==> src/core/pdl_pkg.sv <==
// Shared constants, state type and helpers for the phase delay lock controller.
package pdl_pkg;
  localparam logic [6:0] A_IRQ_EN = 7'h03;
  localparam logic [6:0] A_IRQ_ST = 7'h04;
  localparam logic [6:0] A_SYNC_ST = 7'h21;
  localparam logic [6:0] A_PD_CTL = 7'h24;
  localparam logic [6:0] A_SLOPE = 7'h25;
  localparam logic [6:0] A_LOOP = 7'h26;
  localparam logic [6:0] A_TGT = 7'h27;
  localparam logic [6:0] A_DLY = 7'h28;
  localparam logic [6:0] A_SRCH = 7'h29;
  localparam logic [6:0] A_LSTAT = 7'h2a;
  localparam int LC_EN = 0;
  localparam int LC_GAIN = 1;
  localparam int LC_READ = 3;
  localparam int SC_EXACT = 7;
  localparam int SC_RETRY = 6;
  localparam int SC_RESTART = 5;
  localparam int GUARD_MSB = 4;
  localparam int GUARD_SHIFT = 3;
  localparam int SL_POS = 6;
  localparam int TP_DLY0 = 7;
  localparam int PH_MSB = 4;
  localparam int IRQ_W = 6;
  localparam logic [8:0] DLY_MAX = 9'h1b0;
  localparam logic [8:0] DLY_MIN = 9'h000;
  localparam logic [8:0] STEP_LO = 9'h001;
  localparam logic [8:0] STEP_HI = 9'h002;
  localparam logic [4:0] LOSS_DEV = 5'h04;
  localparam logic [4:0] RELOCK_DEV = 5'h03;
  localparam logic [4:0] TOL_DEV = 5'h01;
  localparam logic [7:0] SETTLE_CYC = 8'h10;
  localparam logic [7:0] TRACK_CYC = 8'h40;
  localparam logic [7:0] CNT_ONE = 8'h01;
  localparam int unsigned LOCK_CYC_DEF = 180000;

  typedef enum logic [2:0] {
    PDL_IDLE = 3'h0,
    PDL_SETTLE = 3'h1,
    PDL_MEAS = 3'h3,
    PDL_SLPS = 3'h2,
    PDL_SLPM = 3'h6,
    PDL_TRACK = 3'h7,
    PDL_FAIL = 3'h5
  } pdl_state_e;

  // Wrapped phase difference, read as a signed 5-bit value.
  function automatic logic [4:0] phase_dev(input logic [4:0] a, input logic [4:0] b);
    phase_dev = a - b;
  endfunction

  function automatic logic [4:0] mag(input logic [4:0] d);
    mag = d[PH_MSB] ? 5'(-d) : d;
  endfunction
endpackage

==> src/core/pdl_ctrl.sv <==
// Phase delay lock controller top: registers, search and track engine, lock flags.
`timescale 1ns/100ps
module pdl_ctrl #(
  parameter int unsigned LOCK_CYCLES = pdl_pkg::LOCK_CYC_DEF
) (
  input wire logic ref_clk_i,
  input wire logic reset_n_i,
  input wire logic spi_sclk_i,
  input wire logic spi_csb_i,
  input wire logic spi_sdi_i,
  input wire logic [4:0] meas_phase_i,
  input wire logic receiver_locked_flag_i,
  input wire logic receiver_lost_flag_i,
  input wire logic receiver_tracking_flag_i,
  input wire logic align_locked_flag_i,
  input wire logic align_lost_flag_i,
  input wire logic align_tracking_flag_i,
  output logic spi_sdo_o,
  output logic spi_sdo_oe_o,
  output logic irq_o,
  output logic [8:0] delay_tap_value_o
);
  logic rst_q_r, rst_n_r;
  logic [6:0] addr;
  logic [7:0] wdata, rdata;
  logic wr;
  logic [5:0] irq_en_r, irq_en_nxt, irq_st;
  logic [7:0] pd_ctl_r, pd_ctl_nxt, slope_r, slope_nxt, loop_r, loop_nxt;
  logic [7:0] tgt_r, tgt_nxt, dly_r, dly_nxt, srch_r, srch_nxt;
  logic start, stop;
  pdl_pkg::pdl_state_e st_r, st_nxt;
  logic [7:0] cnt_r, cnt_nxt;
  logic [8:0] delay_nxt, base_r, base_nxt, up_r, up_nxt, dn_r, dn_nxt;
  logic dirup_r, dirup_nxt, wide_r, wide_nxt;
  logic [4:0] ph1_r, ph1_nxt, cur_ph_r, cur_ph_nxt;
  logic locked_r, locked_nxt, lost_r, lost_nxt, ever_r, ever_nxt, fail_r, fail_nxt;
  logic [31:0] tmr_r, tmr_nxt;
  logic [8:0] init_dly, gtaps, lim_hi, lim_lo, step;
  logic [4:0] dev, adev, d2;
  logic can_up, can_dn, pick_up, adv_fail, ph_hit, probe_dn, slope_ok, trk_eval, do_adv, do_load;
  logic searching, overdue;

  always_ff @(posedge ref_clk_i or negedge reset_n_i) begin
    if (!reset_n_i) begin
      rst_q_r <= 1'b0;
      rst_n_r <= 1'b0;
    end else begin
      rst_q_r <= 1'b1;
      rst_n_r <= rst_q_r;
    end
  end

  pdl_spi_slave u_spi (
    .clk_i(ref_clk_i),
    .rst_n_i(rst_n_r),
    .sclk_i(spi_sclk_i),
    .csb_i(spi_csb_i),
    .sdi_i(spi_sdi_i),
    .rdata_i(rdata),
    .addr_o(addr),
    .wdata_o(wdata),
    .wr_o(wr),
    .sdo_o(spi_sdo_o),
    .sdo_oe_o(spi_sdo_oe_o)
  );

  // Condition order matches the enable and status bit layout.
  pdl_irq u_irq (
    .clk_i(ref_clk_i),
    .rst_n_i(rst_n_r),
    .cond_i({align_lost_flag_i, align_locked_flag_i, lost_r, locked_r, receiver_lost_flag_i,
             receiver_locked_flag_i}),
    .en_i(irq_en_r),
    .status_o(irq_st),
    .irq_o(irq_o)
  );

  assign start = wr && (addr == pdl_pkg::A_LOOP) && wdata[pdl_pkg::LC_EN];
  assign stop = wr && (addr == pdl_pkg::A_LOOP) && !wdata[pdl_pkg::LC_EN];

  always_comb begin
    irq_en_nxt = irq_en_r;
    pd_ctl_nxt = pd_ctl_r;
    slope_nxt = slope_r;
    loop_nxt = loop_r;
    tgt_nxt = tgt_r;
    dly_nxt = dly_r;
    srch_nxt = srch_r;
    if (wr) begin
      case (addr)
        pdl_pkg::A_IRQ_EN: irq_en_nxt = wdata[pdl_pkg::IRQ_W-1:0];
        pdl_pkg::A_PD_CTL: pd_ctl_nxt = wdata;
        pdl_pkg::A_SLOPE: slope_nxt = wdata;
        pdl_pkg::A_LOOP: loop_nxt = wdata;
        pdl_pkg::A_TGT: tgt_nxt = wdata;
        pdl_pkg::A_DLY: dly_nxt = wdata;
        pdl_pkg::A_SRCH: srch_nxt = wdata;
        default: irq_en_nxt = irq_en_r;
      endcase
    end
  end

  always_ff @(posedge ref_clk_i or negedge rst_n_r) begin
    if (!rst_n_r) begin
      irq_en_r <= 6'h00;
      pd_ctl_r <= 8'h00;
      slope_r <= 8'h00;
      loop_r <= 8'h00;
      tgt_r <= 8'h00;
      dly_r <= 8'h00;
      srch_r <= 8'h00;
    end else begin
      irq_en_r <= irq_en_nxt;
      pd_ctl_r <= pd_ctl_nxt;
      slope_r <= slope_nxt;
      loop_r <= loop_nxt;
      tgt_r <= tgt_nxt;
      dly_r <= dly_nxt;
      srch_r <= srch_nxt;
    end
  end

  always_comb begin
    case (addr)
      pdl_pkg::A_IRQ_EN: rdata = {2'h0, irq_en_r};
      pdl_pkg::A_IRQ_ST: rdata = {2'h0, irq_st};
      pdl_pkg::A_SYNC_ST: rdata = {align_tracking_flag_i, 1'b0, align_lost_flag_i, align_locked_flag_i,
                                   receiver_tracking_flag_i, 1'b0, receiver_lost_flag_i,
                                   receiver_locked_flag_i};
      pdl_pkg::A_PD_CTL: rdata = pd_ctl_r;
      pdl_pkg::A_SLOPE: rdata = slope_r;
      pdl_pkg::A_LOOP: rdata = loop_r;
      pdl_pkg::A_TGT: rdata = loop_r[pdl_pkg::LC_READ] ?
                              {delay_tap_value_o[0], tgt_r[6:5], cur_ph_r} : tgt_r;
      pdl_pkg::A_DLY: rdata = loop_r[pdl_pkg::LC_READ] ? delay_tap_value_o[8:1] : dly_r;
      pdl_pkg::A_SRCH: rdata = srch_r;
      pdl_pkg::A_LSTAT: rdata = {4'h0, fail_r, overdue, lost_r, locked_r};
      default: rdata = 8'h00;
    endcase
  end

  assign init_dly = {dly_r, tgt_r[pdl_pkg::TP_DLY0]};
  assign gtaps = 9'(srch_r[pdl_pkg::GUARD_MSB:0]) << pdl_pkg::GUARD_SHIFT;
  assign lim_hi = wide_r ? pdl_pkg::DLY_MAX : pdl_pkg::DLY_MAX - gtaps;
  assign lim_lo = wide_r ? pdl_pkg::DLY_MIN : gtaps;
  assign can_up = up_r < lim_hi;
  assign can_dn = dn_r > lim_lo;
  assign pick_up = can_up && (dirup_r || !can_dn);
  assign adv_fail = !can_up && !can_dn && wide_r;
  assign dev = pdl_pkg::phase_dev(meas_phase_i, tgt_r[4:0]);
  assign adev = pdl_pkg::mag(dev);
  assign ph_hit = srch_r[pdl_pkg::SC_EXACT] ? (adev == 5'h00) : (adev <= pdl_pkg::TOL_DEV);
  assign probe_dn = (base_r == pdl_pkg::DLY_MAX);
  assign d2 = pdl_pkg::phase_dev(meas_phase_i, ph1_r);
  assign slope_ok = ((!d2[pdl_pkg::PH_MSB] && d2 != 5'h00) ^ probe_dn) == slope_r[pdl_pkg::SL_POS];
  assign trk_eval = (st_r == pdl_pkg::PDL_TRACK) && (cnt_r == pdl_pkg::TRACK_CYC - pdl_pkg::CNT_ONE);
  assign step = loop_r[pdl_pkg::LC_GAIN] ? pdl_pkg::STEP_HI : pdl_pkg::STEP_LO;
  assign searching = (st_r != pdl_pkg::PDL_IDLE) && (st_r != pdl_pkg::PDL_TRACK) && (st_r != pdl_pkg::PDL_FAIL);
  assign overdue = (tmr_r >= LOCK_CYCLES) && !locked_r;

  always_comb begin
    st_nxt = st_r;
    cnt_nxt = cnt_r;
    delay_nxt = delay_tap_value_o;
    base_nxt = base_r;
    up_nxt = up_r;
    dn_nxt = dn_r;
    dirup_nxt = dirup_r;
    wide_nxt = wide_r;
    ph1_nxt = ph1_r;
    cur_ph_nxt = cur_ph_r;
    locked_nxt = locked_r;
    lost_nxt = lost_r;
    ever_nxt = ever_r;
    fail_nxt = fail_r;
    tmr_nxt = (searching && tmr_r < LOCK_CYCLES) ? tmr_r + 32'h1 : tmr_r;
    do_adv = 1'b0;
    do_load = start;
    case (st_r)
      pdl_pkg::PDL_IDLE: st_nxt = st_r;
      pdl_pkg::PDL_SETTLE, pdl_pkg::PDL_SLPS: begin
        cnt_nxt = cnt_r + pdl_pkg::CNT_ONE;
        if (cnt_r == pdl_pkg::SETTLE_CYC - pdl_pkg::CNT_ONE) begin
          cnt_nxt = 8'h00;
          st_nxt = (st_r == pdl_pkg::PDL_SETTLE) ? pdl_pkg::PDL_MEAS : pdl_pkg::PDL_SLPM;
        end
      end
      pdl_pkg::PDL_MEAS: begin
        cur_ph_nxt = meas_phase_i;
        if (ph_hit) begin
          ph1_nxt = meas_phase_i;
          delay_nxt = probe_dn ? base_r - pdl_pkg::STEP_LO : base_r + pdl_pkg::STEP_LO;
          st_nxt = pdl_pkg::PDL_SLPS;
        end else begin
          do_adv = 1'b1;
        end
      end
      pdl_pkg::PDL_SLPM: begin
        if (slope_ok) begin
          delay_nxt = base_r;
          st_nxt = pdl_pkg::PDL_TRACK;
          locked_nxt = 1'b1;
          lost_nxt = 1'b0;
          ever_nxt = 1'b1;
        end else begin
          do_adv = 1'b1;
        end
      end
      pdl_pkg::PDL_TRACK: begin
        cnt_nxt = cnt_r + pdl_pkg::CNT_ONE;
        if (trk_eval) begin
          cnt_nxt = 8'h00;
          cur_ph_nxt = meas_phase_i;
          if (adev > pdl_pkg::LOSS_DEV) begin
            locked_nxt = 1'b0;
            lost_nxt = ever_r | lost_r;
            do_load = do_load | srch_r[pdl_pkg::SC_RESTART];
          end else if (adev <= pdl_pkg::RELOCK_DEV) begin
            locked_nxt = 1'b1;
            lost_nxt = 1'b0;
          end
          if (dev != 5'h00) begin
            if (!(dev[pdl_pkg::PH_MSB] ^ slope_r[pdl_pkg::SL_POS])) begin
              delay_nxt = (delay_tap_value_o > pdl_pkg::DLY_MAX - step) ?
                          pdl_pkg::DLY_MAX : delay_tap_value_o + step;
            end else begin
              delay_nxt = (delay_tap_value_o < step) ? pdl_pkg::DLY_MIN : delay_tap_value_o - step;
            end
          end
        end
      end
      pdl_pkg::PDL_FAIL: st_nxt = st_r;
      default: st_nxt = pdl_pkg::PDL_IDLE;
    endcase
    if (do_adv) begin
      if (adv_fail) begin
        if (srch_r[pdl_pkg::SC_RETRY]) begin
          do_load = 1'b1;
        end else begin
          st_nxt = pdl_pkg::PDL_FAIL;
          fail_nxt = 1'b1;
        end
      end else if (!can_up && !can_dn) begin
        wide_nxt = 1'b1;
      end else if (pick_up) begin
        up_nxt = up_r + pdl_pkg::STEP_LO;
        delay_nxt = up_r + pdl_pkg::STEP_LO;
        base_nxt = up_r + pdl_pkg::STEP_LO;
        dirup_nxt = 1'b0;
        st_nxt = pdl_pkg::PDL_SETTLE;
      end else begin
        dn_nxt = dn_r - pdl_pkg::STEP_LO;
        delay_nxt = dn_r - pdl_pkg::STEP_LO;
        base_nxt = dn_r - pdl_pkg::STEP_LO;
        dirup_nxt = 1'b1;
        st_nxt = pdl_pkg::PDL_SETTLE;
      end
    end
    if (do_load) begin
      st_nxt = pdl_pkg::PDL_SETTLE;
      cnt_nxt = 8'h00;
      delay_nxt = init_dly;
      base_nxt = init_dly;
      up_nxt = init_dly;
      dn_nxt = init_dly;
      dirup_nxt = 1'b1;
      wide_nxt = 1'b0;
      locked_nxt = 1'b0;
      fail_nxt = 1'b0;
      tmr_nxt = 32'h0;
    end
    if (stop) begin
      st_nxt = pdl_pkg::PDL_IDLE;
      cnt_nxt = 8'h00;
    end
  end

  always_ff @(posedge ref_clk_i or negedge rst_n_r) begin
    if (!rst_n_r) begin
      st_r <= pdl_pkg::PDL_IDLE;
      cnt_r <= 8'h00;
      delay_tap_value_o <= 9'h000;
      base_r <= 9'h000;
      up_r <= 9'h000;
      dn_r <= 9'h000;
      dirup_r <= 1'b1;
      wide_r <= 1'b0;
      ph1_r <= 5'h00;
      cur_ph_r <= 5'h00;
      locked_r <= 1'b0;
      lost_r <= 1'b0;
      ever_r <= 1'b0;
      fail_r <= 1'b0;
      tmr_r <= 32'h0;
    end else begin
      st_r <= st_nxt;
      cnt_r <= cnt_nxt;
      delay_tap_value_o <= delay_nxt;
      base_r <= base_nxt;
      up_r <= up_nxt;
      dn_r <= dn_nxt;
      dirup_r <= dirup_nxt;
      wide_r <= wide_nxt;
      ph1_r <= ph1_nxt;
      cur_ph_r <= cur_ph_nxt;
      locked_r <= locked_nxt;
      lost_r <= lost_nxt;
      ever_r <= ever_nxt;
      fail_r <= fail_nxt;
      tmr_r <= tmr_nxt;
    end
  end

  a_delay_range: assert property (@(posedge ref_clk_i) disable iff (!rst_n_r)
    delay_tap_value_o <= pdl_pkg::DLY_MAX) else $error("delay tap out of range");
  a_start_load: assert property (@(posedge ref_clk_i) disable iff (!rst_n_r)
    start |=> (st_r == pdl_pkg::PDL_SETTLE) && (delay_tap_value_o == init_dly))
    else $error("search did not start at initial delay");
  a_track_lock: assert property (@(posedge ref_clk_i) disable iff (!rst_n_r)
    (st_r == pdl_pkg::PDL_SLPM && slope_ok && !start && !stop) |=> (st_r == pdl_pkg::PDL_TRACK) && locked_r)
    else $error("matched search did not enter locked tracking");
  a_loss_clear: assert property (@(posedge ref_clk_i) disable iff (!rst_n_r)
    (trk_eval && adev > pdl_pkg::LOSS_DEV && !start) |=> !locked_r && (lost_r == $past(ever_r | lost_r)))
    else $error("loss of lock not flagged");
  a_lost_cause: assert property (@(posedge ref_clk_i) disable iff (!rst_n_r)
    $rose(lost_r) |-> $past(ever_r) && $past(trk_eval)) else $error("lost flag without prior lock");
  a_relock: assert property (@(posedge ref_clk_i) disable iff (!rst_n_r)
    (trk_eval && adev <= pdl_pkg::RELOCK_DEV && !start) |=> locked_r && !lost_r) else $error("relock not flagged");
  a_fail_stop: assert property (@(posedge ref_clk_i) disable iff (!rst_n_r)
    (do_adv && adv_fail && !srch_r[pdl_pkg::SC_RETRY] && !start && !stop) |=> st_r == pdl_pkg::PDL_FAIL ##1
    st_r == pdl_pkg::PDL_FAIL) else $error("failed search did not stop");
  a_fail_retry: assert property (@(posedge ref_clk_i) disable iff (!rst_n_r)
    (do_adv && adv_fail && srch_r[pdl_pkg::SC_RETRY] && !stop) |=> st_r == pdl_pkg::PDL_SETTLE &&
    delay_tap_value_o == init_dly) else $error("failed search did not retry");
  a_restart_loss: assert property (@(posedge ref_clk_i) disable iff (!rst_n_r)
    (trk_eval && adev > pdl_pkg::LOSS_DEV && srch_r[pdl_pkg::SC_RESTART] && !stop) |=> st_r == pdl_pkg::PDL_SETTLE)
    else $error("restart on loss not taken");
endmodule

==> src/core/pdl_spi_slave.sv <==
// Serial configuration port slave: 16-bit frames, read/write flag and 7-bit address first.
`timescale 1ns/100ps
module pdl_spi_slave (
  input wire logic clk_i,
  input wire logic rst_n_i,
  input wire logic sclk_i,
  input wire logic csb_i,
  input wire logic sdi_i,
  input wire logic [7:0] rdata_i,
  output logic [6:0] addr_o,
  output logic [7:0] wdata_o,
  output logic wr_o,
  output logic sdo_o,
  output logic sdo_oe_o
);
  logic sclk_q_r, sclk_q_nxt;
  logic [3:0] cnt_r, cnt_nxt;
  logic [6:0] sh_r, sh_nxt;
  logic [7:0] out_r, out_nxt;
  logic rd_r, rd_nxt, load_r, load_nxt;
  logic [6:0] addr_nxt;
  logic [7:0] wdata_nxt;
  logic wr_nxt, sdo_nxt, oe_nxt;
  logic rise, fall;

  assign rise = sclk_i && !sclk_q_r;
  assign fall = !sclk_i && sclk_q_r;

  always_comb begin
    sclk_q_nxt = sclk_i;
    cnt_nxt = cnt_r;
    sh_nxt = sh_r;
    out_nxt = out_r;
    rd_nxt = rd_r;
    load_nxt = 1'b0;
    addr_nxt = addr_o;
    wdata_nxt = wdata_o;
    wr_nxt = 1'b0;
    sdo_nxt = sdo_o;
    oe_nxt = !csb_i && rd_r && cnt_r[3];
    if (load_r) begin
      out_nxt = rdata_i;
    end
    if (csb_i) begin
      cnt_nxt = 4'h0;
      rd_nxt = 1'b0;
      oe_nxt = 1'b0;
    end else if (rise) begin
      cnt_nxt = cnt_r + 4'h1;
      sh_nxt = {sh_r[5:0], sdi_i};
      if (cnt_r == 4'h0) begin
        rd_nxt = sdi_i;
      end
      if (cnt_r == 4'h7) begin
        addr_nxt = {sh_r[5:0], sdi_i};
        load_nxt = rd_r;
      end
      if (cnt_r == 4'hf && !rd_r) begin
        wdata_nxt = {sh_r, sdi_i};
        wr_nxt = 1'b1;
      end
    end else if (fall && rd_r && cnt_r[3]) begin
      sdo_nxt = out_r[7];
      out_nxt = {out_r[6:0], 1'b0};
    end
  end

  always_ff @(posedge clk_i or negedge rst_n_i) begin
    if (!rst_n_i) begin
      sclk_q_r <= 1'b0;
      cnt_r <= 4'h0;
      sh_r <= 7'h00;
      out_r <= 8'h00;
      rd_r <= 1'b0;
      load_r <= 1'b0;
      addr_o <= 7'h00;
      wdata_o <= 8'h00;
      wr_o <= 1'b0;
      sdo_o <= 1'b0;
      sdo_oe_o <= 1'b0;
    end else begin
      sclk_q_r <= sclk_q_nxt;
      cnt_r <= cnt_nxt;
      sh_r <= sh_nxt;
      out_r <= out_nxt;
      rd_r <= rd_nxt;
      load_r <= load_nxt;
      addr_o <= addr_nxt;
      wdata_o <= wdata_nxt;
      wr_o <= wr_nxt;
      sdo_o <= sdo_nxt;
      sdo_oe_o <= oe_nxt;
    end
  end
endmodule

==> src/core/pdl_irq.sv <==
// Interrupt collector: edge-set sticky status, enable mirror and registered request.
`timescale 1ns/100ps
module pdl_irq (
  input wire logic clk_i,
  input wire logic rst_n_i,
  input wire logic [5:0] cond_i,
  input wire logic [5:0] en_i,
  output logic [5:0] status_o,
  output logic irq_o
);
  logic [5:0] cond_q_r, status_nxt, rise;
  logic irq_nxt;

  assign rise = cond_i & ~cond_q_r;

  always_comb begin
    status_nxt = (status_o | (rise & en_i)) & en_i;
    irq_nxt = |(status_nxt & en_i);
  end

  always_ff @(posedge clk_i or negedge rst_n_i) begin
    if (!rst_n_i) begin
      cond_q_r <= 6'h00;
      status_o <= 6'h00;
      irq_o <= 1'b0;
    end else begin
      cond_q_r <= cond_i;
      status_o <= status_nxt;
      irq_o <= irq_nxt;
    end
  end

  a_set_on_rise: assert property (@(posedge clk_i) disable iff (!rst_n_i)
    |(rise & en_i) |=> |status_o) else $error("status not set on rising condition");
  a_clear_on_dis: assert property (@(posedge clk_i) disable iff (!rst_n_i)
    ##1 ((status_o & ~$past(en_i)) == 6'h00)) else $error("status kept while disabled");
  a_irq_level: assert property (@(posedge clk_i) disable iff (!rst_n_i)
    ##1 (irq_o == |(status_o & $past(en_i)))) else $error("interrupt output mismatch");
endmodule

==> config.mk <==
export PLATFORM = sky130hd
export DESIGN_NAME = pdl_ctrl
export DESIGN_NICKNAME = d
export VERILOG_FILES = /design/src/core/pdl_pkg.sv /design/src/core/pdl_ctrl.sv /design/src/core/pdl_spi_slave.sv /design/src/core/pdl_irq.sv
export SDC_FILE = /design/constraint.sdc
export NUM_CORES = 1
export LEC_CHECK = 0
export BUFFER_PORTS_ARGS = -buffer_cell sky130_fd_sc_hd__buf_4
export CAP_MARGIN = 20
export CORE_ASPECT_RATIO = 1.2
export CORE_UTILIZATION = 42
export CTS_CLUSTER_SIZE = 25
export DETAILED_ROUTE_END_ITERATION = 10
export GPL_ROUTABILITY_DRIVEN = 0
export GPL_TIMING_DRIVEN = 0
export SETUP_SLACK_MARGIN = 0.2
export SYNTH_ARGS = -nofsm -noshare
export SYNTH_HDL_FRONTEND = slang
export SYNTH_SLANG_ARGS = --single-unit
==> constraint.sdc <==
create_clock -name ref_clk_i -period 6.45 [get_ports ref_clk_i]
set_input_delay 1.935 -clock ref_clk_i [delete_from_list [all_inputs] [get_ports ref_clk_i]]
set_output_delay 1.935 -clock ref_clk_i [all_outputs]
set_load 0.02 [all_outputs]
Word level (Yosys, flattened, before mapping) --
Index checks and enable logic that the tools add are counted.
Cells by class: div/mod/pow operators 0, shift-type cells 0, reductions and logical operators 71, multiply operators 0, multiplexer cells 105, $add $sub $neg 14, equality and inequality tests 34, bitwise operators 12, $lt $le $gt $ge 9
Operators with widths (count):
- two-way mux 9 bit | 28
- two-way mux 8 bit | 11
- case mux 8 bit (10 select lines) | 1
- two-way mux 32 bit | 2
- equality test 7 x 6 -> 1 bit (second input constant) | 8
- two-way mux 1 bit | 41
- adder 32 x 1 -> 32 bit (second input constant) | 1
- greater-or-equal comparator 32 x 18 -> 1 bit (second input constant) | 1
- < comparator 32 x 18 -> 1 bit (second input constant) | 1
- two-way mux 3 bit | 10
- case mux 9 bit (3 select lines) | 1
- bitwise AND 6 bit | 4
- AND reduction 2 bit | 12
- logical AND 1 bit | 19
- adder 9 x 1 -> 9 bit (second input constant) | 2
- AND reduction 3 bit | 6
- nonzero test 2 bit | 9
- subtractor 9 x 1 -> 9 bit (second input constant) | 2
- case mux 8 bit (2 select lines) | 1
- AND reduction 4 bit | 4
- != test 3 bit (second input constant) | 4
- case mux 3 bit (4 select lines) | 1
- two-way mux 5 bit | 2
- case mux 5 bit (2 select lines) | 1
- other kinds (49) | 73
Storage, ports and cells: bits in latches 0, memories 0, memory bits (writable) 0, bits of input ports 16, ROM bits 0, logic and storage cells 283, bits in registers 204, output and inout port bits 12

Logic depth before layout (Yosys ltp) --
Gate-level depths: netlist of run 1.
word-level depth 12, mapped depth 16, mapped depth without buffers 13

By module --
From an unflattened synthesis of run 1, not the netlist that was laid out.
Unflattened totals: cell total of the unflattened synthesis 1164, area, all modules 11702.5 um2
Modules (own cells, without submodules):
- pdl_ctrl | seq. area each 3779.9 um2, instances 1, area an instance 9576.7 um2, cells an instance 1025
- pdl_spi_slave | seq. area each 1001.0 um2, instances 1, area an instance 1682.9 um2, cells an instance 111
- pdl_irq | seq. area each 325.3 um2, instances 1, area an instance 442.9 um2, cells an instance 28

Worst setup path before layout of run 1 --
No wires, ideal clock.
path type input port to flip-flop, from input meas_phase_i[0], to register ph1_r[0], path buffers 2, arrival time 4.627 ns, setup slack 1.698 ns, data required time 6.325 ns, setup time 0.125 ns, stages 13, cell sequence inv_1 ha_1 inv_1 fa_1 inv_1 ha_1 buf_1 nand2b_1 a211oi_1 a2bb2oi_2 nor3_2 clkbuf_1 mux2_2
On the way: longest elaborated chain between the ends 6, elaborated cells between the ends (all ways) 7, classes of those cells add/sub: 2; order compare: 1; mux: 2; reduce/logical: 2
RTL lines:
- start, declared | RTL line pdl_ctrl.sv:11 | input wire logic [4:0] meas_phase_i,
- subtractor 5 bit | RTL line pdl_pkg.sv:49 | phase_dev = a - b;
- negation 5 bit | RTL line pdl_pkg.sv:53 | mag = d[PH_MSB] ? 5'(-d) : d;
- two-way mux 5 bit | RTL line pdl_pkg.sv:53
- <= comparator 5 x 1 -> 1 bit / logical NOT 5 bit (equally long branches) | RTL line pdl_ctrl.sv:152 | assign ph_hit = srch_r[pdl_pkg::SC_EXACT] ? (adev == 5'h00) : (adev <= pdl_pkg::TOL_DEV);
- two-way mux 1 bit | RTL line pdl_ctrl.sv:152
- AND reduction 2 bit (no line)
- end signal, assigned | RTL line pdl_ctrl.sv:304 | ph1_r <= ph1_nxt;
- end, declared | RTL line pdl_ctrl.sv:35 | logic [4:0] ph1_r, ph1_nxt, cur_ph_r, cur_ph_nxt;
Parallel ways exist; a longest one is shown, timed or not. A chain may end at the register's enable or synchronous reset.

Worst setup path in the final report of run 1 --
from input meas_phase_i[0], to register base_r[6]
On the way: longest elaborated chain between the ends 12, elaborated cells between the ends (all ways) 27, classes of those cells add/sub: 3; order compare: 2; eq/ne: 3; mux: 12; bitwise: 1; reduce/logical: 6
RTL lines:
- subtractor 5 bit | RTL line pdl_pkg.sv:49
- negation 5 bit | RTL line pdl_pkg.sv:53
- two-way mux 5 bit | RTL line pdl_pkg.sv:53
- greater-than comparator 5 x 3 -> 1 bit | RTL line pdl_ctrl.sv:214 | if (adev > pdl_pkg::LOSS_DEV) begin
- two-way mux 1 bit | RTL line pdl_ctrl.sv:214
- two-way mux 1 bit | RTL line pdl_ctrl.sv:211 | if (trk_eval) begin
- two-way mux 1 bit | RTL line pdl_ctrl.sv:179 | case (st_r)
- two-way mux 1 bit | RTL line pdl_ctrl.sv:237 | if (srch_r[pdl_pkg::SC_RETRY]) begin
- two-way mux 1 bit | RTL line pdl_ctrl.sv:236 | if (adv_fail) begin
- two-way mux 1 bit | RTL line pdl_ctrl.sv:235 | if (do_adv) begin
- != test 2 bit (no line), or another cell as far along
- AND reduction 3 bit (no line)
- end signal, assigned | RTL line pdl_ctrl.sv:299 | base_r <= base_nxt;
- end, declared | RTL line pdl_ctrl.sv:33 | logic [8:0] delay_nxt, base_r, base_nxt, up_r, up_nxt, dn_r, dn_nxt;
Parallel ways exist; a longest one is shown, timed or not.

==> results of run 1 <==
==> sequential cells by signal, indices dropped and copies added, names as in the netlist, 7 cells and up <==
register / flops
base_r: 9
cnt_r: 8
delay_tap_value_o: 9
dly_r: 8
dn_r: 9
loop_r: 8
pd_ctl_r: 8
slope_r: 8
srch_r: 8
tgt_r: 8
tmr_r: 32
u_spi.addr_o: 7
u_spi.out_r: 8
u_spi.sh_r: 7
u_spi.wdata_o: 8
up_r: 9
==> where the power goes <==
part           switching, mW  internal [mW]  leakage, nW
clock network          0.546          0.797        0.373
logic                  0.812          0.564         2.71
registers              0.221           1.47         2.58
total                   1.58           2.83         5.66
==> kinds of logic after synthesis <==
family,synth area share (%)
AOI/OAI and AO/OA,15.1
other,0.0325
DFF,44.3
xor gates and xnor gates,4.95
buffers and inverters,3.06
muxes,9.96
and+or+nand+nor,17.5
adders and majority gates,5.10
==> cell usage after synthesis (5+ instances only) <==
cell type	number	area [um2]
a211oi_1	9	67.6
a222oi_1	7	70.1
nor4_1	19	119
a311oi_1	7	61.3
clkbuf_1	30	113
nor3_1	27	135
xor2_1	25	219
a21oi_1	61	305
nand2_1	84	315
mux2i_1	18	180
and2_1	20	125
dfrtp_1	203	5080
or2_2	5	31.3
o211ai_1	6	45.0
nand3b_1	5	37.5
fa_1	5	100
a221oi_1	13	114
a221o_1	6	60.1
nor2b_1	21	131
o21ai_0	48	240
nor2_1	90	338
nand4_1	7	43.8
ha_1	39	488
nand3_1	43	215
a22oi_1	12	90.1
mux2_2	86	968
or3_1	15	93.8
and3_1	13	81.3
xnor2_1	35	307
nand2b_1	18	113
o21a_1	9	67.6
buf_2	6	30.0
a31oi_1	11	68.8
inv_1	37	139
o31ai_1	7	52.6
==> how the worst max path moves through the flow <==
stage | to | from | slack, ns | depth (start not counted)
after floorplan | base_r[0] | rst_n_r | 0.35 | 0
after global placement | cnt_r[5] | rst_n_r | -2.22 | 0
after detailed placement | delay_tap_value_o[6] | meas_phase_i[0] | 0.73 | 16
after CTS | delay_tap_value_o[6] | meas_phase_i[0] | 1.29 | 16
after global routing | delay_tap_value_o[6] | meas_phase_i[0] | 1.05 | 16
final | base_r[6] | meas_phase_i[0] | 1.22 | 15
==> metrics by stage <==
step | area (um2) | cells
after floorplan | 11500 | 1135
after global placement | 12200 | 1501
after detailed placement | 12300 | 1507
after CTS | 13000 | 1547
after global routing | 13000 | 1547
final | 13000 | 1547
==> layout by cell type (no fill, tap or decap), types with 9 or more instances in the layout <==
cell type	synthesis	final
a211oi_1	9	9
a21oi_1	61	61
a221oi_1	13	13
a22oi_1	12	12
a31oi_1	11	11
and2_1	20	20
and3_1	13	13
buf_2	6	9
buf_4	2	28
clkbuf_1	30	33
clkbuf_16	0	23
dfrtp_1	203	202
ha_1	39	39
inv_1	37	37
mux2_2	86	86
mux2i_1	18	18
nand2_1	84	84
nand2b_1	18	18
nand3_1	43	43
nor2_1	90	90
nor2b_1	21	21
nor3_1	27	27
nor4_1	19	19
o21a_1	9	9
o21ai_0	48	48
or3_1	15	15
xnor2_1	35	35
xor2_1	25	25
==> cell type report <==
| type | count | area (um2) |
|---|---|---|
| buffer | 45 | 214 |
| inverter | 37 | 139 |
| tap | 340 | 425 |
| fill | 2528 | 14000 |
| sequential | 204 | 5110 |
| clock buffer | 31 | 656 |
| timing repair buffer | 32 | 293 |
| clock inverter | 9 | 121 |
| multi-input combinational | 849 | 6070 |
==> metal layers <==
metal  track usage [%]  vias up
met2              37.6      253
met1              29.8     4427
li1                  -     4273
met3              2.57       61
met5                 0        -
met4              8.32        0
==> key figures, run 1 <==
Status
  • Outcome: finished, violations left
  • Failing checks: DRC

Setup path
  • Crit path max fanout: 8
  • Setup slack, reg-to-reg: 2.34 ns
  • Critical path's most frequent cell: inv_1
  • CP cell instances: buf_4, inv_1, ha_1, inv_1, fa_1, inv_1, ha_1, buf_1, nor3_1, o32ai_1, o31a_1, o31ai_1, o21ai_2, a31oi_1, a21oi_1
  • FF-to-FF path depth: 13
  • FF-to-FF Start: wide_r
  • Setup crit start kind: input pin
  • CP required: 6.81 ns
  • CP top delay family: compound AO/OA/AOI/OAI gates
  • Crit-path slowest cell: o31ai_1
  • Critical path class: input pin to flop
  • Max incr delay on CP: 0.75 ns
  • Buffers plus inverters on the worst setup path: 5
  • Crit. End Element: flop
  • WP data arrival: 5.59 ns
  • Reg-to-reg critical path endpoint: base_r[6]

Timing
  • Setup TNS: 0 ns
  • Worst rel slew slack: 29.5%
  • Final Worst Setup Slack: 1.22 ns
  • Worst Tran Pin Value: 1.05 ns
  • Endpoints failing setup: 0
  • Unrepaired setup endpoints after global routing: false
  • Clock Skews: 0.0183 ns
  • Slew Viols, Final: 0
  • Final period util: 81.1%
  • Crit path time final: 5.23 ns
  • Maximum achievable frequency: approximately 190 MHz
  • Hold Violations, Final: 0
  • Hold_ws: about 0.32 ns

Detailed routing
  • Vias post-DR: 9014
  • Max Used Layer: met4
  • Via/cell ratio: 5.83
  • First-pass DRT Iterations: 10
  • Initial DRC count: 787
  • Drc violations: 1
  • Met1 Wirelength: 13800 um
  • Avg WL per Cell: 19.9 um
  • DR WL met2: between 10000 and 15000 um
  • Met3 routed WL: 1320 um
  • Post-route antenna net violation count: 0
  • Routed WL: 30800 um

Final layout
  • Nets: 1252
  • P&R area growth vs syn: 13.0%
  • Share of layout cells above drive strength 1: about 16%
  • N_diodes: 0
  • Fin util: 48.2%

Logic synthesis
  • Netlist Area Pre-Place: 11500 um2
  • Average size of a mapped cell: 10.2 um2
  • Cells after Synth: between 1000 and 1500
  • Yosys cell types: 82
  • Ys flop type: dfrtp_1
  • Syn Nets: 1195
  • Synth async-reset ratio: 100%
  • Sequential fraction of the synthesis area: 44.3%
  • Warnings, synthesis: 0
  • Post-synth EDFFs: 0
  • Seq cells post-synth: 204

Clocking
  • CTS max path bufs: 3
  • CTS HTree Levels: 1
  • CTS tree: yes
  • Root cell of the clock tree: clkbuf_16
  • CTS resizes: 0
  • Clock slew at reported path FFs: roughly 0.060 ns
  • Post-CTS setup buffer count: 0
  • Sink Count: 204
  • Cts bufs inserted: 23
  • Clock Latency Late Sink: 0.53 ns
  • Hold-fix buffers, CTS: 0

Pwr
  • Final total power: 4.41 mW
  • LEAKAGE: 5.66 nW
  • Peak supply drop: around 200 uV
  • Cell Pwr Density: 338 nW/um2

GRT
  • Total GRT Usage: 22.4%
  • Largest net degree at the start of global routing: 62
  • Vias in the first global route: roughly 9000
  • First-pass GRT wire length: between 40000 and 50000 um
  • Initial antenna violation count: 0
  • Total gr overflow: 0

Floorplan
  • Die footprint: 28100 um2
  • Core ar.: 27000 um2
  • Row cnt: 66
  • Io pins: 28
  • Initial Util: 42.7%
  • Die height: 184 um
  • Die width: roughly 150 um

Run
  • Max_cap viols: 0

Placed design
  • Pre-CTS WS: 0.731 ns
  • IO buf count: 26
  • Post-DP HPWL: 22600 um

Worst hold path
  • Hold Crit Class: flop to async pin
Power figures use the tool's default switching activity.
==> run 2, diff against run 1 <==
==> constraint.sdc (replaced) <==
create_clock -name ref_clk_i -period 4.75 [get_ports ref_clk_i]
set_input_delay 1.425 -clock ref_clk_i [delete_from_list [all_inputs] [get_ports ref_clk_i]]
set_output_delay 1.425 -clock ref_clk_i [all_outputs]
set_load 0.02 [all_outputs]
==> key figures, run 2 (synthesized netlist as in run 1, its figures left out) <==
Detailed routing
  • First-pass DRT Iterations: 8 (-2)
  • Post-route antenna net violation count: 0 (unchanged)
  • Met3 routed WL: 1450 um (+9.4%)
  • Initial DRC count: 535 (-32%)
  • Max Used Layer: met4
  • Vias post-DR: 9113 (+1.1%)
  • Routed WL: 30900 um (+0.28%)
  • Drc violations: 1 (unchanged)
  • Via/cell ratio: 5.88 (+0.97%)
  • DR WL met2: 14400 um (-1.0%)
  • Avg WL per Cell: 19.9 um (+0.15%)
  • Met1 Wirelength: 13700 um (-1.0%)

Floorplan
  • Row cnt: 66 (unchanged)
  • Initial Util: 42.7% (unchanged)
  • Die width: 153 um (unchanged)
  • Core ar.: 27000 um2 (unchanged)
  • Die footprint: 28100 um2 (unchanged)
  • Io pins: 28 (unchanged)
  • Die height: 184 um (unchanged)

Placed design
  • Placed cell areas: 12300 um2 (unchanged)
  • Post-DP HPWL: 22700 um (+0.56%)
  • IO buf count: 26 (unchanged)

Timing
  • Maximum achievable frequency: approximately 230 MHz
  • Final period util: roughly 94%
  • Clock Skews: 0.0303 ns (+0.0119 ns)
  • Worst Tran Pin Value: 1.03 ns (-0.0189 ns)
  • Unrepaired setup endpoints after global routing: true
  • Setup TNS: 0 ns (unchanged)
  • Hold_ws: 0.264 ns (-0.0517 ns)
  • Hold Violations, Final: 0 (unchanged)
  • Endpoints failing setup: 0 (unchanged)
  • Crit path time final: about 4.4 ns
  • Worst rel slew slack: 30.7% (+1.3 points)
  • Slew Viols, Final: 0 (unchanged)

Final layout
  • Fin util: 48.5% (+0.22 points)
  • Share of layout cells above drive strength 1: 16.5% (+0.39 points)
  • Largest register FFs: 32 (unchanged)
  • Seq. cell area: 5110 um2 (unchanged)
  • Most common cell after layout, fill and taps aside: dfrtp_1
  • N_diodes: 0 (unchanged)
  • Final Cell Area: 13100 um2 (+0.45%)
  • Area of the multi-input gates: 6090 um2 (+0.39%)
  • Nets: 1253 (+0.080%)
  • Register bank with the most flops: tmr_r
  • P&R area growth vs syn: 13.5%
  • Fill cells: 2474 (-2.1%)
  • Most frequent cells in the layout: dfrtp_1 (202), nor2_1 (90), mux2_2 (86)

Status
  • Failing checks: DRC
  • Outcome: finished, violations left

Clocking
  • Clock Latency Late Sink: 0.52 ns (about the same)
  • Cts bufs inserted: 23 (unchanged)
  • CTS HTree Levels: 1 (unchanged)
  • CTS max path bufs: 3 (unchanged)
  • Root cell of the clock tree: clkbuf_16
  • Clock slew at reported path FFs: 0.06 ns (about the same)
  • Hold-fix buffers, CTS: 0 (unchanged)
  • CTS tree: yes
  • Sink Count: 204 (unchanged)

Run
  • Max_cap viols: 0 (unchanged)

Setup path
  • Crit. End Element: flop
  • Reg-to-reg critical path endpoint: delay_tap_value_o[6]
  • WP data arrival: 4.82 ns (-0.77 ns)
  • Crit path max fanout: 10 (+2)
  • FF-to-FF path depth: 13 (unchanged)
  • FF-to-FF Start: wide_r
  • CP required: 5.12 ns (-1.69 ns)
  • Critical path class: input pin to flop
  • Setup crit start kind: input pin
  • Setup slack, reg-to-reg: 0.82 ns (-1.52 ns)

GRT
  • Largest net degree at the start of global routing: 65 (+4.8%)
  • First-pass GRT wire length: 50100 um (+1.0%)
  • Total gr overflow: 0 (unchanged)
  • Initial antenna violation count: 0 (unchanged)
  • Total GRT Usage: 22.6% (+0.21 points)
  • Vias in the first global route: 9135 (+2.0%)

Pwr
  • Cell Pwr Density: 464 nW/um2 (+37%)
  • Final total power: 6.07 mW (+38%)
  • LEAKAGE: 5.69 nW (+0.56%)
  • Peak supply drop: 273 uV (+39%)

Worst hold path
  • Hold Crit Class: flop to async pin
run 2: changes by cell type in the layout (fill, tap and decap cells not counted), moves of 2 or more:
| cell | delta |
|---|---|
| clkinv_2 | +3 |
| bufinv_16 | +2 |
| clkbuf_1 | -2 |
| clkinvlp_4 | -2 |
run 2: where the power goes:
part,switching (mW),internal (mW)
logic,1.12,0.770
registers,0.298,1.99
clock network,0.718,1.17
total,2.14,3.93
run 2: how the worst max path moves through the flow:
stage	startpoint	end	slack [ns]	cells past startpoint
detailed placement	meas_phase_i[0]	delay_tap_value_o[6]	-0.38	15
finish	meas_phase_i[0]	delay_tap_value_o[2]	0.31	16
global placement	meas_phase_i[0]	delay_tap_value_o[6]	-0.34	16
global route	meas_phase_i[0]	delay_tap_value_o[6]	0.18	16
CTS	meas_phase_i[0]	cnt_r[1]	0.21	17
floorplan	meas_phase_i[0]	ph1_r[0]	0.51	13
run 2: final cells by class:
| cell class | instances | area share [%] |
|---|---|---|
| Clock buffer | 30 | 4.90 |
| Sequential cell | 204 | 39.0 |
| Multi-Input combinational cell | 849 | 46.6 |
| Tap cell | 340 | 3.25 |
| Clock inverter | 11 | 1.23 |
| Buffer | 45 | 1.64 |
| Inverter | 37 | 1.06 |
| Timing Repair Buffer | 33 | 2.29 |
run 2: critical path: stages:
cell,delay (ns)
buf_4,0.11
inv_1,0.10
ha_1,0.17
inv_1,0.05
fa_1,0.52
inv_1,0.05
ha_1,0.17
buf_1,0.18
nand2b_1,0.19
a211oi_1,0.31
a2bb2oi_2,0.17
a32oi_4,0.39
nor2_1,0.17
buf_1,0.29
a31oi_1,0.35
a31oi_1,0.14
run 2: repair_timing:
| action | in CTS | in global routing |
|---|---|---|
| endpoints found under the setup margin | 2 | 12 |
| resized for setup | 2 | 6 |
| pin swaps | 0 | 1 |
| buffers inserted | 0 | 1 |
run 2: metrics by stage:
stage,cells,worst slack (ns)
2_1_floorplan,1135,0.508
3_3_place_gp,1501,-0.336
3_5_place_dp,1507,-0.376
4_1_cts,1548,0.212
5_1_grt,1549,0.182
6_report,1549,0.306
run 2: layer usage:
layer,vias up,track usage (%)
li1,4279,-
met1,4488,30.0
met2,275,37.5
met3,71,2.31
met4,0,9.82
met5,-,0
==> run 3, diff against run 2 <==
--- a/config.mk
+++ b/config.mk
@@ -8,7 +8,7 @@
 export BUFFER_PORTS_ARGS = -buffer_cell sky130_fd_sc_hd__buf_4
 export CAP_MARGIN = 20
 export CORE_ASPECT_RATIO = 1.2
-export CORE_UTILIZATION = 42
+export CORE_UTILIZATION = 40
 export CTS_CLUSTER_SIZE = 25
 export DETAILED_ROUTE_END_ITERATION = 10
 export GPL_ROUTABILITY_DRIVEN = 0
==> key figures, run 3 (synthesized netlist as in run 1, its figures left out) <==
Setup path
  • FF-to-FF path depth: 13 (unchanged)
  • Setup slack, reg-to-reg: 0.88 ns (+0.06 ns)
  • Worst setup path startpoint: meas_phase_i[0]
  • Reg-to-reg critical path endpoint: delay_tap_value_o[6]
  • Crit path max fanout: 10 (unchanged)
  • Setup crit start kind: input pin
  • Critical Path Sink: delay_tap_value_o[4]
  • Critical path class: input pin to flop
  • WP data arrival: 4.80 ns (-0.02 ns)
  • CP required: 5.14 ns (+0.02 ns)
  • FF-to-FF Start: wide_r
  • Crit. End Element: flop

Detailed routing
  • Via/cell ratio: 5.67 (-3.6%)
  • First-pass DRT Iterations: 7 (-1)
  • Vias post-DR: 9032 (-0.89%)
  • Post-route antenna net violation count: 0 (unchanged)
  • Avg WL per Cell: 19.3 um (-3.3%)
  • Routed WL: 30700 um (-0.51%)
  • Drc violations: 0 (-1)
  • Initial DRC count: 716 (+34%)

Worst hold path
  • Hold Crit Class: flop to flop
  • Hold depth: 0

Floorplan
  • Die footprint: 29500 um2 (+4.9%)
  • Initial Util: 40.9% (-1.8 points)
  • Io pins: 28 (unchanged)
  • Core ar.: 28200 um2 (+4.3%)
  • Die height: 188 um (+2.4%)
  • Die width: 157 um (+2.4%)
  • Row cnt: 67 (+1.5%)

Run
  • Max_cap viols: 0 (unchanged)

GRT
  • Vias in the first global route: 8808 (-3.6%)
  • First-pass GRT wire length: 48700 um (-2.8%)
  • Largest net degree at the start of global routing: 63 (-3.1%)
  • Initial antenna violation count: 0 (unchanged)
  • Total GRT Usage: 21.2% (-1.4 points)
  • Total gr overflow: 0 (unchanged)

Pwr
  • Comb pwr share: 31.0% (-0.2 points)
  • Sw frac: 35.4% (+0.16 points)
  • Final total power: 6.14 mW (+1.1%)
  • Int Pwr: 3.97 mW (+0.90%)
  • Cell Pwr Density: 464 nW/um2 (about the same)
  • Sequential share of power: 37.4% (-0.3 points)
  • LEAKAGE: 5.73 nW (+0.64%)
  • Sw power: 2.17 mW (+1.6%)
  • Peak supply drop: 310 uV (+13%)
  • Clock power share: 31.7% (+0.6 points)

Clocking
  • CTS HTree Levels: 1 (unchanged)
  • Sink Count: 204 (unchanged)
  • CTS tree: yes
  • Clock slew at reported path FFs: 0.06 ns (about the same)
  • Root cell of the clock tree: clkbuf_16
  • CTS max path bufs: 3 (unchanged)
  • Cts bufs inserted: 24 (+4.3%)
  • Clock Latency Late Sink: 0.52 ns (about the same)

Final layout
  • Final Non-Filler Cells: 1593 (+2.8%)
  • Most common cell after layout, fill and taps aside: dfrtp_1
  • Largest register FFs: 32 (unchanged)
  • Most frequent cells in the layout: dfrtp_1 (202), nor2_1 (90), mux2_2 (86)
  • Area of the multi-input gates: 6120 um2 (+0.45%)
  • Fill cells: 2710 (+9.5%)
  • Nets: 1256 (+0.24%)
  • N_diodes: 0 (unchanged)
  • P&R area growth vs syn: 14.7%
  • Share of layout cells above drive strength 1: 17.5% (+1.0 points)
  • Seq. cell area: 5110 um2 (unchanged)
  • Register bank with the most flops: tmr_r

Timing
  • Worst rel slew slack: 39.8% (+9.1 points)
  • Unrepaired setup endpoints after global routing: false
  • Clock Skews: 0.0204 ns (-0.00987 ns)
  • Hold Violations, Final: 0 (unchanged)
  • Worst Tran Pin Value: 0.896 ns (-0.135 ns)
  • Maximum achievable frequency: 227 MHz (+0.91%)
  • Slew Viols, Final: 0 (unchanged)
  • Endpoints failing setup: 0 (unchanged)
  • Final period util: 92.7% (-0.84 points)
  • Crit path time final: 4.40 ns (-0.0400 ns)
  • Setup TNS: 0 ns (unchanged)

Status
  • Outcome: complete, no violations

Placed design
  • Inst Count DP: 1544 (+2.5%)
  • Post-DP HPWL: 22500 um (-1.1%)
  • IO buf count: 26 (unchanged)
==> run 3: layout make-up <==
cell class / instances / area share (%)
Tap cell: 379 / 3.59
Clock inverter: 14 / 1.24
Inverter: 37 / 1.05
Multi-Input combinational cell: 849 / 46.3
Timing Repair Buffer: 35 / 2.38
Buffer: 45 / 1.64
Sequential cell: 204 / 38.6
Clock buffer: 30 / 5.18
==> run 3: critical path, cell delays in order <==
cell and delay [ns]:
buf_4 0.11, inv_1 0.11, ha_1 0.18, inv_1 0.05, fa_1 0.52, inv_1 0.05
ha_1 0.16, buf_1 0.18, nand2b_1 0.20, a211oi_2 0.28, a2bb2oi_2 0.15, a32o_1 0.31
buf_6 0.17, a21oi_4 0.21, buf_4 0.19, nor2_1 0.11, a311oi_1 0.37
==> run 3: layer usage <==
| layer | vias to the layer above | global-route usage, % | wire [um] |
|---|---|---|---|
| met4 | 0 | 8.07 | 1100 |
| met5 | - | 0 | 0 |
| met3 | 61 | 2.54 | 1260 |
| met2 | 195 | 34.3 | 14400 |
| li1 | 4275 | - | - |
| met1 | 4501 | 28.9 | 13900 |
==> run 3: metrics by stage <==
| step | hold WS (ns) | cell area (um2) | worst slack (ns) | util, % |
|---|---|---|---|---|
| 6_report | 0.362 | 13200 | 0.346 | 47.0 |
| 5_1_grt | 0.362 | 13200 | 0.211 | 47.0 |
| 4_1_cts | 0.361 | 13100 | 0.210 | 46.7 |
| 3_5_place_dp | 0.348 | 12300 | -0.336 | 43.7 |
| 3_3_place_gp | 0.343 | 12200 | -0.263 | 43.3 |
| 2_1_floorplan | 0.331 | 11500 | 0.508 | - |
==> run 3: worst min path at each step <==
stage | start | end | slack [ns]
after floorplan | rst_q_r | rst_n_r | 0.33
after global placement | rst_q_r | rst_n_r | 0.34
after detailed placement | rst_q_r | rst_n_r | 0.35
after CTS | rst_q_r | rst_n_r | 0.36
after global routing | rst_q_r | rst_n_r | 0.36
final | rst_q_r | rst_n_r | 0.36
==> run 3: power groups by stage <==
| stage | logic (mW) | clock network [mW] | registers, mW |
|---|---|---|---|
| 2_1_floorplan | 1.30 | 0 | 2.28 |
| 3_3_place_gp | 1.78 | 0 | 2.34 |
| 3_5_place_dp | 1.84 | 0 | 2.32 |
| 4_1_cts | 1.85 | 1.99 | 2.29 |
| 5_1_grt | 2.10 | 2.06 | 2.33 |
| 6_report | 1.90 | 1.94 | 2.29 |
==> run 3: timing repair <==
item,4_1_cts,5_1_grt
hold buffers,0,0
buffers inserted,0,3
resized for setup,0,15
endpoints found under the setup margin,0,60
